`config.mk`:
```
export PLATFORM = sky130hd
export DESIGN_NAME = itd_target
export DESIGN_NICKNAME = d
export VERILOG_FILES = /design/src/itd_target.v
export VERILOG_INCLUDE_DIRS = /design/src
export SDC_FILE = /design/constraint.sdc
export NUM_CORES = 1
export LEC_CHECK = 0
export ABC_CLOCK_PERIOD_IN_PS = 2850
export BUFFER_PORTS_ARGS = -buffer_cell sky130_fd_sc_hd__buf_4
export CAP_MARGIN = 10
export CORE_ASPECT_RATIO = 1.25
export CORE_MARGIN = 3
export CORE_UTILIZATION = 57
export DETAILED_ROUTE_END_ITERATION = 8
export PLACE_DENSITY = 0.8
export SYNTH_ARGS = -nofsm -noshare
export SYNTH_HDL_FRONTEND = slang
export SYNTH_SLANG_ARGS = --single-unit
```
`constraint.sdc`:
```
create_clock -name clock -period 2.85 [get_ports clock]
set_input_delay 0.57 -clock clock [delete_from_list [all_inputs] [get_ports clock]]
set_output_delay 0.57 -clock clock [all_outputs]
set_load 0.02 [all_outputs]
```
`src/itd_defines.vh`:
```
// constants for the serial-bus target address and data engine
// assumes inclusion by itd_target.v and the assertion module; definitions only, no logic
`ifndef ITD_DEFINES_VH
`define ITD_DEFINES_VH

// slave_command value that acts on the current direction
`define ITD_CMD_ACK_ACTION 2'h3
// bits in one address or data byte
`define ITD_BYTE_BITS      4'h8
// first clock of the acknowledge slot
`define ITD_ACK_SEEN       4'h1
// counter clear value
`define ITD_CNT_ZERO       4'h0
// acknowledge action encoding: 0 drives the data line low
`define ITD_ACK            1'b0
`define ITD_NACK           1'b1
// direction bit of the address byte
`define ITD_DIR_READ       1'b1
// reset values
`define ITD_BYTE_RST       8'h00
`define ITD_ADDR_RST       7'h00
// acknowledge slot phase
`define ITD_PH_ADDR        1'b0
`define ITD_PH_DATA        1'b1

`endif

```
`src/itd_target.v`:
```
// target-side engine of a two-wire serial bus: start/stop, address match,
// clock stretching, acknowledge, data in and out, collision and flags.
// assumes scl_in/sda_in come from pins; wire level = low when any *_oe is high.
`timescale 1ns/100ps
`include "itd_defines.vh"

module itd_target (
  // clock and reset
  input  wire       clock,
  input  wire       rst_b,
  // serial bus pins, open drain
  input  wire       scl_in,
  output reg        scl_out_r,
  output reg        scl_oe_r,
  input  wire       sda_in,
  output reg        sda_out_r,
  output reg        sda_oe_r,
  // configuration
  input  wire       enable,
  input  wire       smart_mode_en,
  input  wire       stretch_after_ack_mode,
  input  wire       ack_action,
  input  wire [6:0] own_addr,
  // software strobes
  input  wire       addr_match_clr,
  input  wire       stop_clr,
  input  wire       coll_clr,
  input  wire       slave_command_wr,
  input  wire [1:0] slave_command,
  // transmit data, one byte per handshake
  input  wire [7:0] tx_data,
  input  wire       tx_valid,
  output reg        tx_ready_r,
  // received data out of the two-entry buffer
  output reg  [7:0] rx_data_r,
  output reg        rx_valid_r,
  input  wire       rx_ready,
  // status
  output reg        addr_match_flag_r,
  output reg        data_ready_flag_r,
  output reg        stop_received_flag_r,
  output reg        collision_seen_r,
  output reg        dir_r,
  output reg        busy_r
);

  localparam [10:0] S_IDLE  = 11'h001;
  localparam [10:0] S_ADDR  = 11'h002;
  localparam [10:0] S_AHOLD = 11'h004;
  localparam [10:0] S_ACK   = 11'h008;
  localparam [10:0] S_POST  = 11'h010;
  localparam [10:0] S_RXD   = 11'h020;
  localparam [10:0] S_RPUSH = 11'h040;
  localparam [10:0] S_RHOLD = 11'h080;
  localparam [10:0] S_TXW   = 11'h100;
  localparam [10:0] S_TXD   = 11'h200;
  localparam [10:0] S_TXACK = 11'h400;

  // both pin synchronisers: stage 1 feeds only stage 2
  reg  [1:0] sync1_r;
  reg  [1:0] sync2_r;
  reg  [1:0] prev_r;
  wire [1:0] pin_in;
  assign pin_in = {sda_in, scl_in};

  genvar gi;
  generate
    for (gi = 0; gi < 2; gi = gi + 1) begin : g_sync
      always @(posedge clock) begin
        if (!rst_b) begin
          sync1_r[gi] <= 1'b1;
          sync2_r[gi] <= 1'b1;
          prev_r[gi]  <= 1'b1;
        end else begin
          sync1_r[gi] <= pin_in[gi];
          sync2_r[gi] <= sync1_r[gi];
          prev_r[gi]  <= sync2_r[gi];
        end
      end
    end
  endgenerate

  function addr_hit;
    input [7:0] rx;
    input [6:0] mine;
    begin
      addr_hit = (rx[7:1] == mine);
    end
  endfunction

  wire scl_s    = sync2_r[0];
  wire sda_s    = sync2_r[1];
  wire scl_rise = scl_s & ~prev_r[0];
  wire scl_fall = ~scl_s & prev_r[0];
  wire start_c  = scl_s & prev_r[0] & ~sda_s & prev_r[1];
  wire stop_c   = scl_s & prev_r[0] & sda_s & ~prev_r[1];

  reg [10:0] state_r;
  reg  [3:0] cnt_r;
  reg  [7:0] sh_r;
  reg        ack_bit_r;
  reg        phase_r;
  reg        mode_r;
  reg  [7:0] e1_data_r;
  reg        e1_valid_r;

  wire cmd3     = slave_command_wr & (slave_command == `ITD_CMD_ACK_ACTION);
  wire rx_pop   = rx_valid_r & rx_ready;
  wire smart_rd = smart_mode_en & rx_pop;
  wire rx_room  = ~e1_valid_r;
  wire tx_take  = tx_valid & tx_ready_r;

  // flag events computed by the bus engine below
  reg set_am;
  reg set_dr;
  // combinational so the hold state and the flag see the clear in one cycle
  wire clr_am = addr_match_clr | (cmd3 & (state_r == S_AHOLD));
  reg clr_dr;
  reg set_stop;
  reg set_coll;
  reg push;

  // two-entry receive buffer: head sits in the output registers so the
  // receiver may stall for a byte time without losing a word
  always @(posedge clock) begin
    if (!rst_b) begin
      rx_data_r  <= `ITD_BYTE_RST;
      rx_valid_r <= 1'b0;
      e1_data_r  <= `ITD_BYTE_RST;
      e1_valid_r <= 1'b0;
    end else if (rx_pop) begin
      if (e1_valid_r) begin
        rx_data_r <= e1_data_r;
        if (push) begin
          e1_data_r <= sh_r;
        end else begin
          e1_valid_r <= 1'b0;
        end
      end else if (push) begin
        rx_data_r <= sh_r;
      end else begin
        rx_valid_r <= 1'b0;
      end
    end else if (push) begin
      if (!rx_valid_r) begin
        rx_data_r  <= sh_r;
        rx_valid_r <= 1'b1;
      end else begin
        e1_data_r  <= sh_r;
        e1_valid_r <= 1'b1;
      end
    end
  end

  // sticky flags: a set in the same cycle as a clear wins
  always @(posedge clock) begin
    if (!rst_b) begin
      addr_match_flag_r    <= 1'b0;
      data_ready_flag_r    <= 1'b0;
      stop_received_flag_r <= 1'b0;
      collision_seen_r     <= 1'b0;
    end else begin
      addr_match_flag_r    <= set_am | (addr_match_flag_r & ~clr_am);
      data_ready_flag_r    <= set_dr | (data_ready_flag_r & ~clr_dr);
      stop_received_flag_r <= set_stop | (stop_received_flag_r & ~stop_clr);
      collision_seen_r     <= set_coll | (collision_seen_r & ~coll_clr);
    end
  end

  // bus engine
  always @(posedge clock) begin
    // event strobes are registered: flags and buffer act one cycle later
    set_am   <= 1'b0;
    set_dr   <= 1'b0;
    clr_dr   <= 1'b0;
    set_stop <= 1'b0;
    set_coll <= 1'b0;
    push     <= 1'b0;
    if (!rst_b) begin
      state_r    <= S_IDLE;
      cnt_r      <= `ITD_CNT_ZERO;
      sh_r       <= `ITD_BYTE_RST;
      ack_bit_r  <= `ITD_NACK;
      phase_r    <= `ITD_PH_ADDR;
      mode_r     <= 1'b0;
      dir_r      <= 1'b0;
      scl_out_r  <= 1'b0;
      scl_oe_r   <= 1'b0;
      sda_out_r  <= 1'b0;
      sda_oe_r   <= 1'b0;
      tx_ready_r <= 1'b0;
      busy_r     <= 1'b0;
    end else if (!enable) begin
      state_r    <= S_IDLE;
      scl_oe_r   <= 1'b0;
      sda_oe_r   <= 1'b0;
      tx_ready_r <= 1'b0;
      busy_r     <= 1'b0;
    end else if (start_c) begin
      // start or repeated start from any state
      state_r    <= S_ADDR;
      cnt_r      <= `ITD_CNT_ZERO;
      scl_oe_r   <= 1'b0;
      sda_oe_r   <= 1'b0;
      tx_ready_r <= 1'b0;
      busy_r     <= 1'b1;
    end else if (stop_c) begin
      if (state_r != S_IDLE) begin
        set_stop <= 1'b1;
      end
      state_r    <= S_IDLE;
      scl_oe_r   <= 1'b0;
      sda_oe_r   <= 1'b0;
      tx_ready_r <= 1'b0;
      busy_r     <= 1'b0;
    end else begin
      busy_r <= (state_r != S_IDLE);
      case (state_r)
        S_ADDR: begin
          if (scl_rise) begin
            sh_r  <= {sh_r[6:0], sda_s};
            cnt_r <= cnt_r + 4'h1;
          end else if (scl_fall && cnt_r == `ITD_BYTE_BITS) begin
            cnt_r <= `ITD_CNT_ZERO;
            if (addr_hit(sh_r, own_addr)) begin
              dir_r   <= sh_r[0];
              mode_r  <= stretch_after_ack_mode;
              phase_r <= `ITD_PH_ADDR;
              if (stretch_after_ack_mode) begin
                // ack goes out by itself; the flag follows the ack bit
                ack_bit_r <= ack_action;
                sda_oe_r  <= ~ack_action;
                state_r   <= S_ACK;
              end else begin
                set_am <= 1'b1;
                scl_oe_r <= 1'b1;
                state_r  <= S_AHOLD;
              end
            end else begin
              state_r <= S_IDLE;
            end
          end
        end
        S_AHOLD: begin
          if (clr_am) begin
            ack_bit_r <= ack_action;
            sda_oe_r  <= ~ack_action;
            scl_oe_r  <= 1'b0;
            state_r   <= S_ACK;
          end
        end
        S_ACK: begin
          if (scl_rise) begin
            cnt_r <= `ITD_ACK_SEEN;
          end else if (scl_fall && cnt_r == `ITD_ACK_SEEN) begin
            cnt_r    <= `ITD_CNT_ZERO;
            sda_oe_r <= 1'b0;
            if (ack_bit_r == `ITD_NACK) begin
              state_r <= S_IDLE;
            end else if (phase_r == `ITD_PH_ADDR) begin
              if (mode_r) begin
                set_am <= 1'b1;
              end
              if (dir_r == `ITD_DIR_READ) begin
                set_dr <= 1'b1;
                scl_oe_r <= 1'b1;
                state_r  <= S_TXW;
              end else if (mode_r) begin
                scl_oe_r <= 1'b1;
                state_r  <= S_POST;
              end else begin
                state_r <= S_RXD;
              end
            end else if (mode_r) begin
              // data flag only after the ack bit in this mode
              set_dr <= 1'b1;
              scl_oe_r <= 1'b1;
              state_r  <= S_RHOLD;
            end else begin
              state_r <= S_RXD;
            end
          end
        end
        S_POST: begin
          // the flag rises a cycle after set_am, so wait for it first
          if (!set_am && (!addr_match_flag_r || clr_am)) begin
            scl_oe_r <= 1'b0;
            state_r  <= S_RXD;
          end
        end
        S_RXD: begin
          if (scl_rise) begin
            sh_r  <= {sh_r[6:0], sda_s};
            cnt_r <= cnt_r + 4'h1;
          end else if (scl_fall && cnt_r == `ITD_BYTE_BITS) begin
            cnt_r    <= `ITD_CNT_ZERO;
            scl_oe_r <= 1'b1;
            state_r  <= S_RPUSH;
          end
        end
        S_RPUSH: begin
          // clock stays low while the buffer is full
          if (rx_room) begin
            push <= 1'b1;
            phase_r <= `ITD_PH_DATA;
            if (mode_r) begin
              ack_bit_r <= ack_action;
              sda_oe_r  <= ~ack_action;
              scl_oe_r  <= 1'b0;
              state_r   <= S_ACK;
            end else begin
              set_dr <= 1'b1;
              state_r <= S_RHOLD;
            end
          end
        end
        S_RHOLD: begin
          if (cmd3 || smart_rd) begin
            clr_dr <= 1'b1;
            scl_oe_r <= 1'b0;
            if (mode_r) begin
              state_r <= S_RXD;
            end else begin
              ack_bit_r <= ack_action;
              sda_oe_r  <= ~ack_action;
              state_r   <= S_ACK;
            end
          end
        end
        S_TXW: begin
          // an address flag still pending also holds the first byte
          tx_ready_r <= ~addr_match_flag_r & ~set_am & ~tx_take;
          if (tx_take) begin
            clr_dr <= 1'b1;
            sh_r     <= tx_data;
            sda_oe_r <= ~tx_data[7];
            scl_oe_r <= 1'b0;
            cnt_r    <= `ITD_CNT_ZERO;
            state_r  <= S_TXD;
          end
        end
        S_TXD: begin
          if (scl_rise) begin
            cnt_r <= cnt_r + 4'h1;
            if (!sda_oe_r && !sda_s) begin
              // another driver pulled a released bit low
              set_coll <= 1'b1;
              sda_oe_r <= 1'b0;
              scl_oe_r <= 1'b0;
              state_r  <= S_IDLE;
            end
          end else if (scl_fall) begin
            if (cnt_r == `ITD_BYTE_BITS) begin
              sda_oe_r <= 1'b0;
              cnt_r    <= `ITD_CNT_ZERO;
              state_r  <= S_TXACK;
            end else begin
              sh_r     <= {sh_r[6:0], 1'b0};
              sda_oe_r <= ~sh_r[6];
            end
          end
        end
        S_TXACK: begin
          if (scl_rise) begin
            ack_bit_r <= sda_s;
            cnt_r     <= `ITD_ACK_SEEN;
          end else if (scl_fall && cnt_r == `ITD_ACK_SEEN) begin
            cnt_r <= `ITD_CNT_ZERO;
            if (ack_bit_r == `ITD_ACK) begin
              set_dr <= 1'b1;
              scl_oe_r <= 1'b1;
              state_r  <= S_TXW;
            end else begin
              // line stays released for the controller's stop or restart
              state_r <= S_IDLE;
            end
          end
        end
        default: begin
          scl_oe_r <= 1'b0;
          sda_oe_r <= 1'b0;
          state_r  <= S_IDLE;
        end
      endcase
    end
  end

endmodule

```
Yosys cells after proc, flatten, opt, wreduce, memory -nomap -nowiden

Index checks and enable logic that the tools add are counted.

Bits in registers: 65
Input port bits: 31
Output and inout port bits: 20
Word-level logic and storage cells: 337

Bitwise logic cells: 45
Multiplexer cells: 150
Reduce and logical (&&, ||, !) cells: 38
Eq/ne operators: 71
$add $sub $neg: 1

Operator list:

| operator                                                          | number |
|---|---|
| 11-bit 2-to-1 mux                                                 | 20 |
| 8-bit 2-to-1 mux                                                  | 16 |
| 11-bit one-hot mux with 10 select lines                           | 1 |
| 1-bit 2-to-1 mux                                                  | 87 |
| 2-bit inequality test, second input constant                      | 30 |
| 4-bit inequality test, second input constant                      | 15 |
| 4-bit 2-to-1 mux                                                  | 11 |
| 16-bit AND reduction                                              | 2 |
| 8-bit one-hot mux with 3 select lines                             | 1 |
| 1-bit inverter                                                    | 22 |
| 20-bit AND reduction                                              | 1 |
| 1-bit AND                                                         | 18 |
| 9-bit 2-to-1 mux                                                  | 2 |
| 4-bit one-hot mux with 4 select lines                             | 1 |
| 8-bit AND reduction                                               | 2 |
| 5-bit inequality test, second input constant                      | 3 |
| 15-bit AND reduction                                              | 1 |
| 14-bit AND reduction                                              | 1 |
| 6-bit 2-to-1 mux                                                  | 2 |
| 3-bit inequality test, second input constant                      | 4 |
| 11-bit by 10-bit == test with 1-bit output, second input constant | 1 |
| 11-bit == test, second input constant                             | 1 |
| 11-bit by 2-bit == test with 1-bit output, second input constant  | 1 |
| 11-bit by 3-bit == test with 1-bit output, second input constant  | 1 |
| other kinds (36)                                                  | 61 |

Longest topological paths before layout

Depth in word-level cells: 10
Depth in mapped cells: 10
Mapped depth without buffers: 10

Worst setup path before layout

Ideal clock, no wire load.

Path kind: flip-flop to flip-flop
Start: register sync2_r[0], in the netlist scl_s
End: register state_r[4]
Clock period less this slack: 2,341 ps
Setup time: 71 ps
Path slack: 509 ps
Cell stages (with the launch flop): 10
Arrival: 2,271 ps
Data required time: 2,779 ps
Buffers on the path: 0
Cells stage by stage: dfxtp_1 inv_1 ha_1 nor2b_1 nand3b_1 a22oi_2 nand4_2 or4_4 or4_1 a21oi_1

Cells in the longest elaborated chain, start to end: 5
Elaborated cells on any way between the ends: 25
Classes of those cells: eq/ne (11); mux (2); bitwise (8); reduce/logical (4)

Ends and longest elaborated chain:

| item                             | line             | RTL |
|---|---|---|
| start: declaration               | itd_target.v:61  | `reg [1:0] sync2_r;` |
| start signal: indexed assignment | itd_target.v:76  | `sync2_r[gi] <= sync1_r[gi];` |
| 1-bit inverter                   | itd_target.v:94  | `wire scl_fall = ~scl_s & prev_r[0];` |
| 1-bit AND                        | itd_target.v:94  |  |
| 1-bit logical AND (no line)      | n/a              |  |
| 2-bit inequality test (no line)  | n/a              |  |
| 16-bit AND reduction (no line)   | n/a              |  |
| end signal: assignment           | itd_target.v:180 | `state_r <= S_IDLE;` |
| end signal: assignment           | itd_target.v:194 | `state_r <= S_IDLE;` |
| end signal: assignment           | itd_target.v:201 | `state_r <= S_ADDR;` |
| end: declaration                 | itd_target.v:98  | `reg [10:0] state_r;` |

Several ways; a longest one is shown, not always the timed one.
A chain may end at the register's enable or synchronous reset.

Worst setup path in the final report

Start: register state_r[3]
End: register state_r[4]

Cells in the longest elaborated chain, start to end: 7
Elaborated cells on any way between the ends: 32
Classes of those cells: eq/ne (26); mux (1); bitwise (2); reduce/logical (3)

Ends and longest elaborated chain:

| item                                      | line                               | RTL |
|---|---|---|
| 11-bit by 3-bit == test with 1-bit output | itd_target.v:117, itd_target.v:218 |  |
| 1-bit AND                                 | itd_target.v:117                   | `wire clr_am = addr_match_clr \| (cmd3 & (state_r == S_AHOLD));` |
| 1-bit bitwise OR                          | itd_target.v:117                   |  |
| 1-bit logical OR                          | itd_target.v:286                   | `if (!set_am && (!addr_match_flag_r \|\| clr_am)) begin` |
| 1-bit logical AND                         | itd_target.v:286                   |  |
| 2-bit inequality test (no line)           | n/a                                |  |
| 16-bit AND reduction (no line)            | n/a                                |  |

Several ways; a longest one is shown, not always the timed one.

==> impl_metrics.toml <==
[outcome]
status = "complete, no violations"

[finish]
fin_nets = 528
layout-drive-gt1-share = 0.2137
syn_to_final_growth_pct = 21.52
postLayoutCellArea_sq_um = 4288
diodes = 0
n_fill_cell = 485
fin_cells = 578

[synth]
ys_types = 66
yosys_warnings = 0
syn_area_per_cell_sq_um = 8.225
ys_seq_area_frac = 0.3688
synth_area_sq_um = 3528
synth_ff_type = "dfxtp_1"
synth_async_sr_flop_share = 0
synth_cells = 429
synth_seq_cells = 65
synth_edf_count = 0

[clock_tree]
numCtsBuffers = 9
htree_levels = 3
clkLatencyLatePin_ps = 350
cts_resized = 0
clock-sinks = 65
cts_setup_buffers = 0
clockBufferDepth = 2
cts-root-buf = "clkbuf_8"
ctsHoldBuffers = 0
cts_tree = "yes"
clk_pin_slew_ps = 80

[critical_path]
reg2reg_depth = 9
r2r_start = "state_r[3]$_SDFFE_PP0P_"
slowest_delay_ps = 680
crit_start = "state_r[3]$_SDFFE_PP0P_"
worst-r2r-setup-slack_ps = 120
path_cells = "nor4_4, nand3_1, nor3b_1, buf_4, nand3_1, nand4_2, or4_4, or4_1, a21oi_1"
worst_setup_path_end_kind = "flip-flop"
worstPathRequired_ps = 3130
cp_max_fo = 13
endpoint = "state_r[4]$_SDFFE_PP0P_"
cp.arrival_ps = 3010
crit_top_cell = "nand3_1"
crit_slowest_cell = "or4_4"
critPathLaunchType = "flip-flop"
timing.rr.end = "state_r[4]$_SDFFE_PP0P_"
worstSetupPathType = "reg -> reg"

[power]
intPower_mw = 1.451
p_clk_frac = 0.461
leakage_nw = 1.752
swShare = 0.2345
powerDensity_nw_per_um2 = 442.2
p_seq_frac = 0.482
power_frac_comb = 0.057
vdd_drop_max_mv = 0.3584
finalPower_mw = 1.896
p_sw_mw = 0.4447

[sta]
fmax_mhz = 366.0
finalMaxSlewViolations = 0
setup_viol = 0
worstMarginPinSlew_ps = 773.4
max_slew_margin = 0.4805
clock_skew_ps = 8.687
rsz0062_at_grt = "no"
min_period_ps = 2732
fin_crit_sh = 0.9586
hold_viol = 0

[placement]
port_buffers = 48
dpl.hpwl_um = 7931
gp_congestion = 1.022
placed_area_sq_um = 4061
placed_cells = 561

[route]
drc = 0
avgRoutedWirePerCell_um = 18.02
postRouteAntennaNets = 0
routed_wl_um = 10410
viasPerCell = 6.019
drt-initial-drc-count = 226
vias = 3479
firstDrtPassIters = 6

[floorplanning]
start_util = 0.5985
pin_count = 51
die-width_um = 76.37
dieArea_sq_um = 7176
rows = 31
die_h_um = 93.97
core_sq_um = 5896

[global_routing]
grt_overflow = 0
antenna_found_initial = 1
grt_max_degree = 36
grt_first_pass_wirelength_um = 16300
grt_pass1_vias = 3315
track_usage = 0.2947

[job]
drv_cap = 0

[min_path]
worst_hold_path_type = "in -> reg"
flip-flops by register name, indices dropped and copies added (netlist names), 2 cells and up:
name,flops
e1_data_r,8
cnt_r,4
sh_r,8
prev_r,2
state_r,11
sync1_r,2
rx_data_r,8
metal layers:
layer | track usage | up-vias | part of all wire
li1 | - | 1663 | -
met3 | 0.05566 | 48 | 0.061
met1 | 0.3273 | 1605 | 0.40
met2 | 0.5161 | 161 | 0.49
met5 | 0 | - | 0.0017
met4 | 0.1903 | 2 | 0.055
power groups by stage:
stage	logic [mW]	registers, mW	clock network, mW
6_report	0.108	0.915	0.873
3_3_place_gp	0.105	0.935	0
3_5_place_dp	0.106	0.936	0
2_1_floorplan	0.0531	0.935	0
5_1_grt	0.115	0.915	0.920
4_1_cts	0.107	0.915	0.883
worst max-delay path, delay by kind of cell, from the launching register on:
kind / cells / cell delay [ps]
simple gates: 7 / 1820
flops: 1 / 540
buf+inv: 1 / 160
compound gates: 1 / 150
per-stage QoR:
| stage | hold WS [ps] | util | TNS [ps] | worst slack (ps) |
|---|---|---|---|---|
| after global placement | 396.5 | 0.6889 | 0 | 19.12 |
| after global routing | 391.4 | 0.7273 | 0 | 30.05 |
| after CTS | 386.3 | 0.7260 | 0 | 123.7 |
| after detailed placement | 405.3 | 0.6889 | -27.78 | -27.78 |
| after floorplan | 386.3 | - | 0 | 508.9 |
| final | 395.7 | 0.7273 | 0 | 118.0 |
Yosys cell counts, types with 7 or more instances:
library cell  number  share of area
dfxtp_1           65           0.37
nor2_1            57          0.061
nand2_1           53          0.056
a21oi_1           29          0.041
mux2i_1           19          0.054
nand3_1           18          0.026
clkbuf_1          13          0.014
inv_1             13          0.014
nand2b_1          11          0.020
nor3_1            10          0.014
a211oi_1           9          0.019
a311oi_1           8          0.020
nand4_1            7          0.012
xor2_1             7          0.017
final cells by class:
| type | instances | area [sq um] | share of cell area |
|---|---|---|---|
| Multi-Input combinational cell | 332 | 2095 | 0.4885 |
| Inverter | 14 | 52.55 | 0.01226 |
| Clock inverter | 7 | 95.09 | 0.02218 |
| Timing Repair Buffer | 69 | 518.0 | 0.1208 |
| Tap cell | 82 | 102.6 | 0.02393 |
| Sequential cell | 65 | 1301 | 0.3035 |
| Clock buffer | 9 | 123.9 | 0.02889 |
cell families after synthesis:
family	count (synthesis)	synth area share
buffers and inverters	33	0.03865
DFF	65	0.3688
other	1	0.001063
and+or+nand+nor	206	0.3124
xor gates and xnor gates	11	0.02730
muxes	19	0.05390
adders and majority gates	6	0.02128
AOI/OAI and AO/OA	88	0.1766
worst min path at each step:
| stage | start | endpoint | slack, ps | cells after the start |
|---|---|---|---|---|
| CTS | scl_in | sync1_r[0]$_SDFF_PN1_ | 390 | 2 |
| floorplan | sync1_r[0]$_SDFF_PN1_ | scl_s$_SDFF_PN1_ | 390 | 1 |
| detailed placement | sync1_r[0]$_SDFF_PN1_ | scl_s$_SDFF_PN1_ | 410 | 1 |
| global placement | sync1_r[1]$_SDFF_PN1_ | sda_s$_SDFF_PN1_ | 400 | 1 |
| finish | scl_in | sync1_r[0]$_SDFF_PN1_ | 400 | 2 |
| global route | scl_in | sync1_r[0]$_SDFF_PN1_ | 390 | 2 |
cell usage in the layout, fill, tap and decap left out, types with 3 or more instances in the layout:
| cell | n |
|---|---|
| nand3_1 | 18 |
| a21oi_1 | 29 |
| a21o_1 | 3 |
| a311oi_1 | 8 |
| ha_1 | 6 |
| nand3b_1 | 4 |
| nor2_1 | 57 |
| a211oi_1 | 9 |
| o31ai_1 | 3 |
| nor4b_1 | 3 |
| nand2_1 | 53 |
| nor3_1 | 10 |
| nor3_2 | 3 |
| xnor2_1 | 4 |
| clkbuf_8 | 9 |
| o21ai_1 | 3 |
| nand4_1 | 7 |
| o211ai_1 | 4 |
| xor2_1 | 7 |
| o21ai_0 | 6 |
| nand2b_1 | 11 |
| inv_1 | 13 |
| dfxtp_1 | 65 |
| nor4_1 | 6 |
| mux2i_1 | 19 |
| o21a_1 | 3 |
| nor2b_1 | 5 |
| buf_4 | 69 |
| o2111ai_1 | 3 |
| and3_1 | 4 |
(Power assumes the default switching activity.)
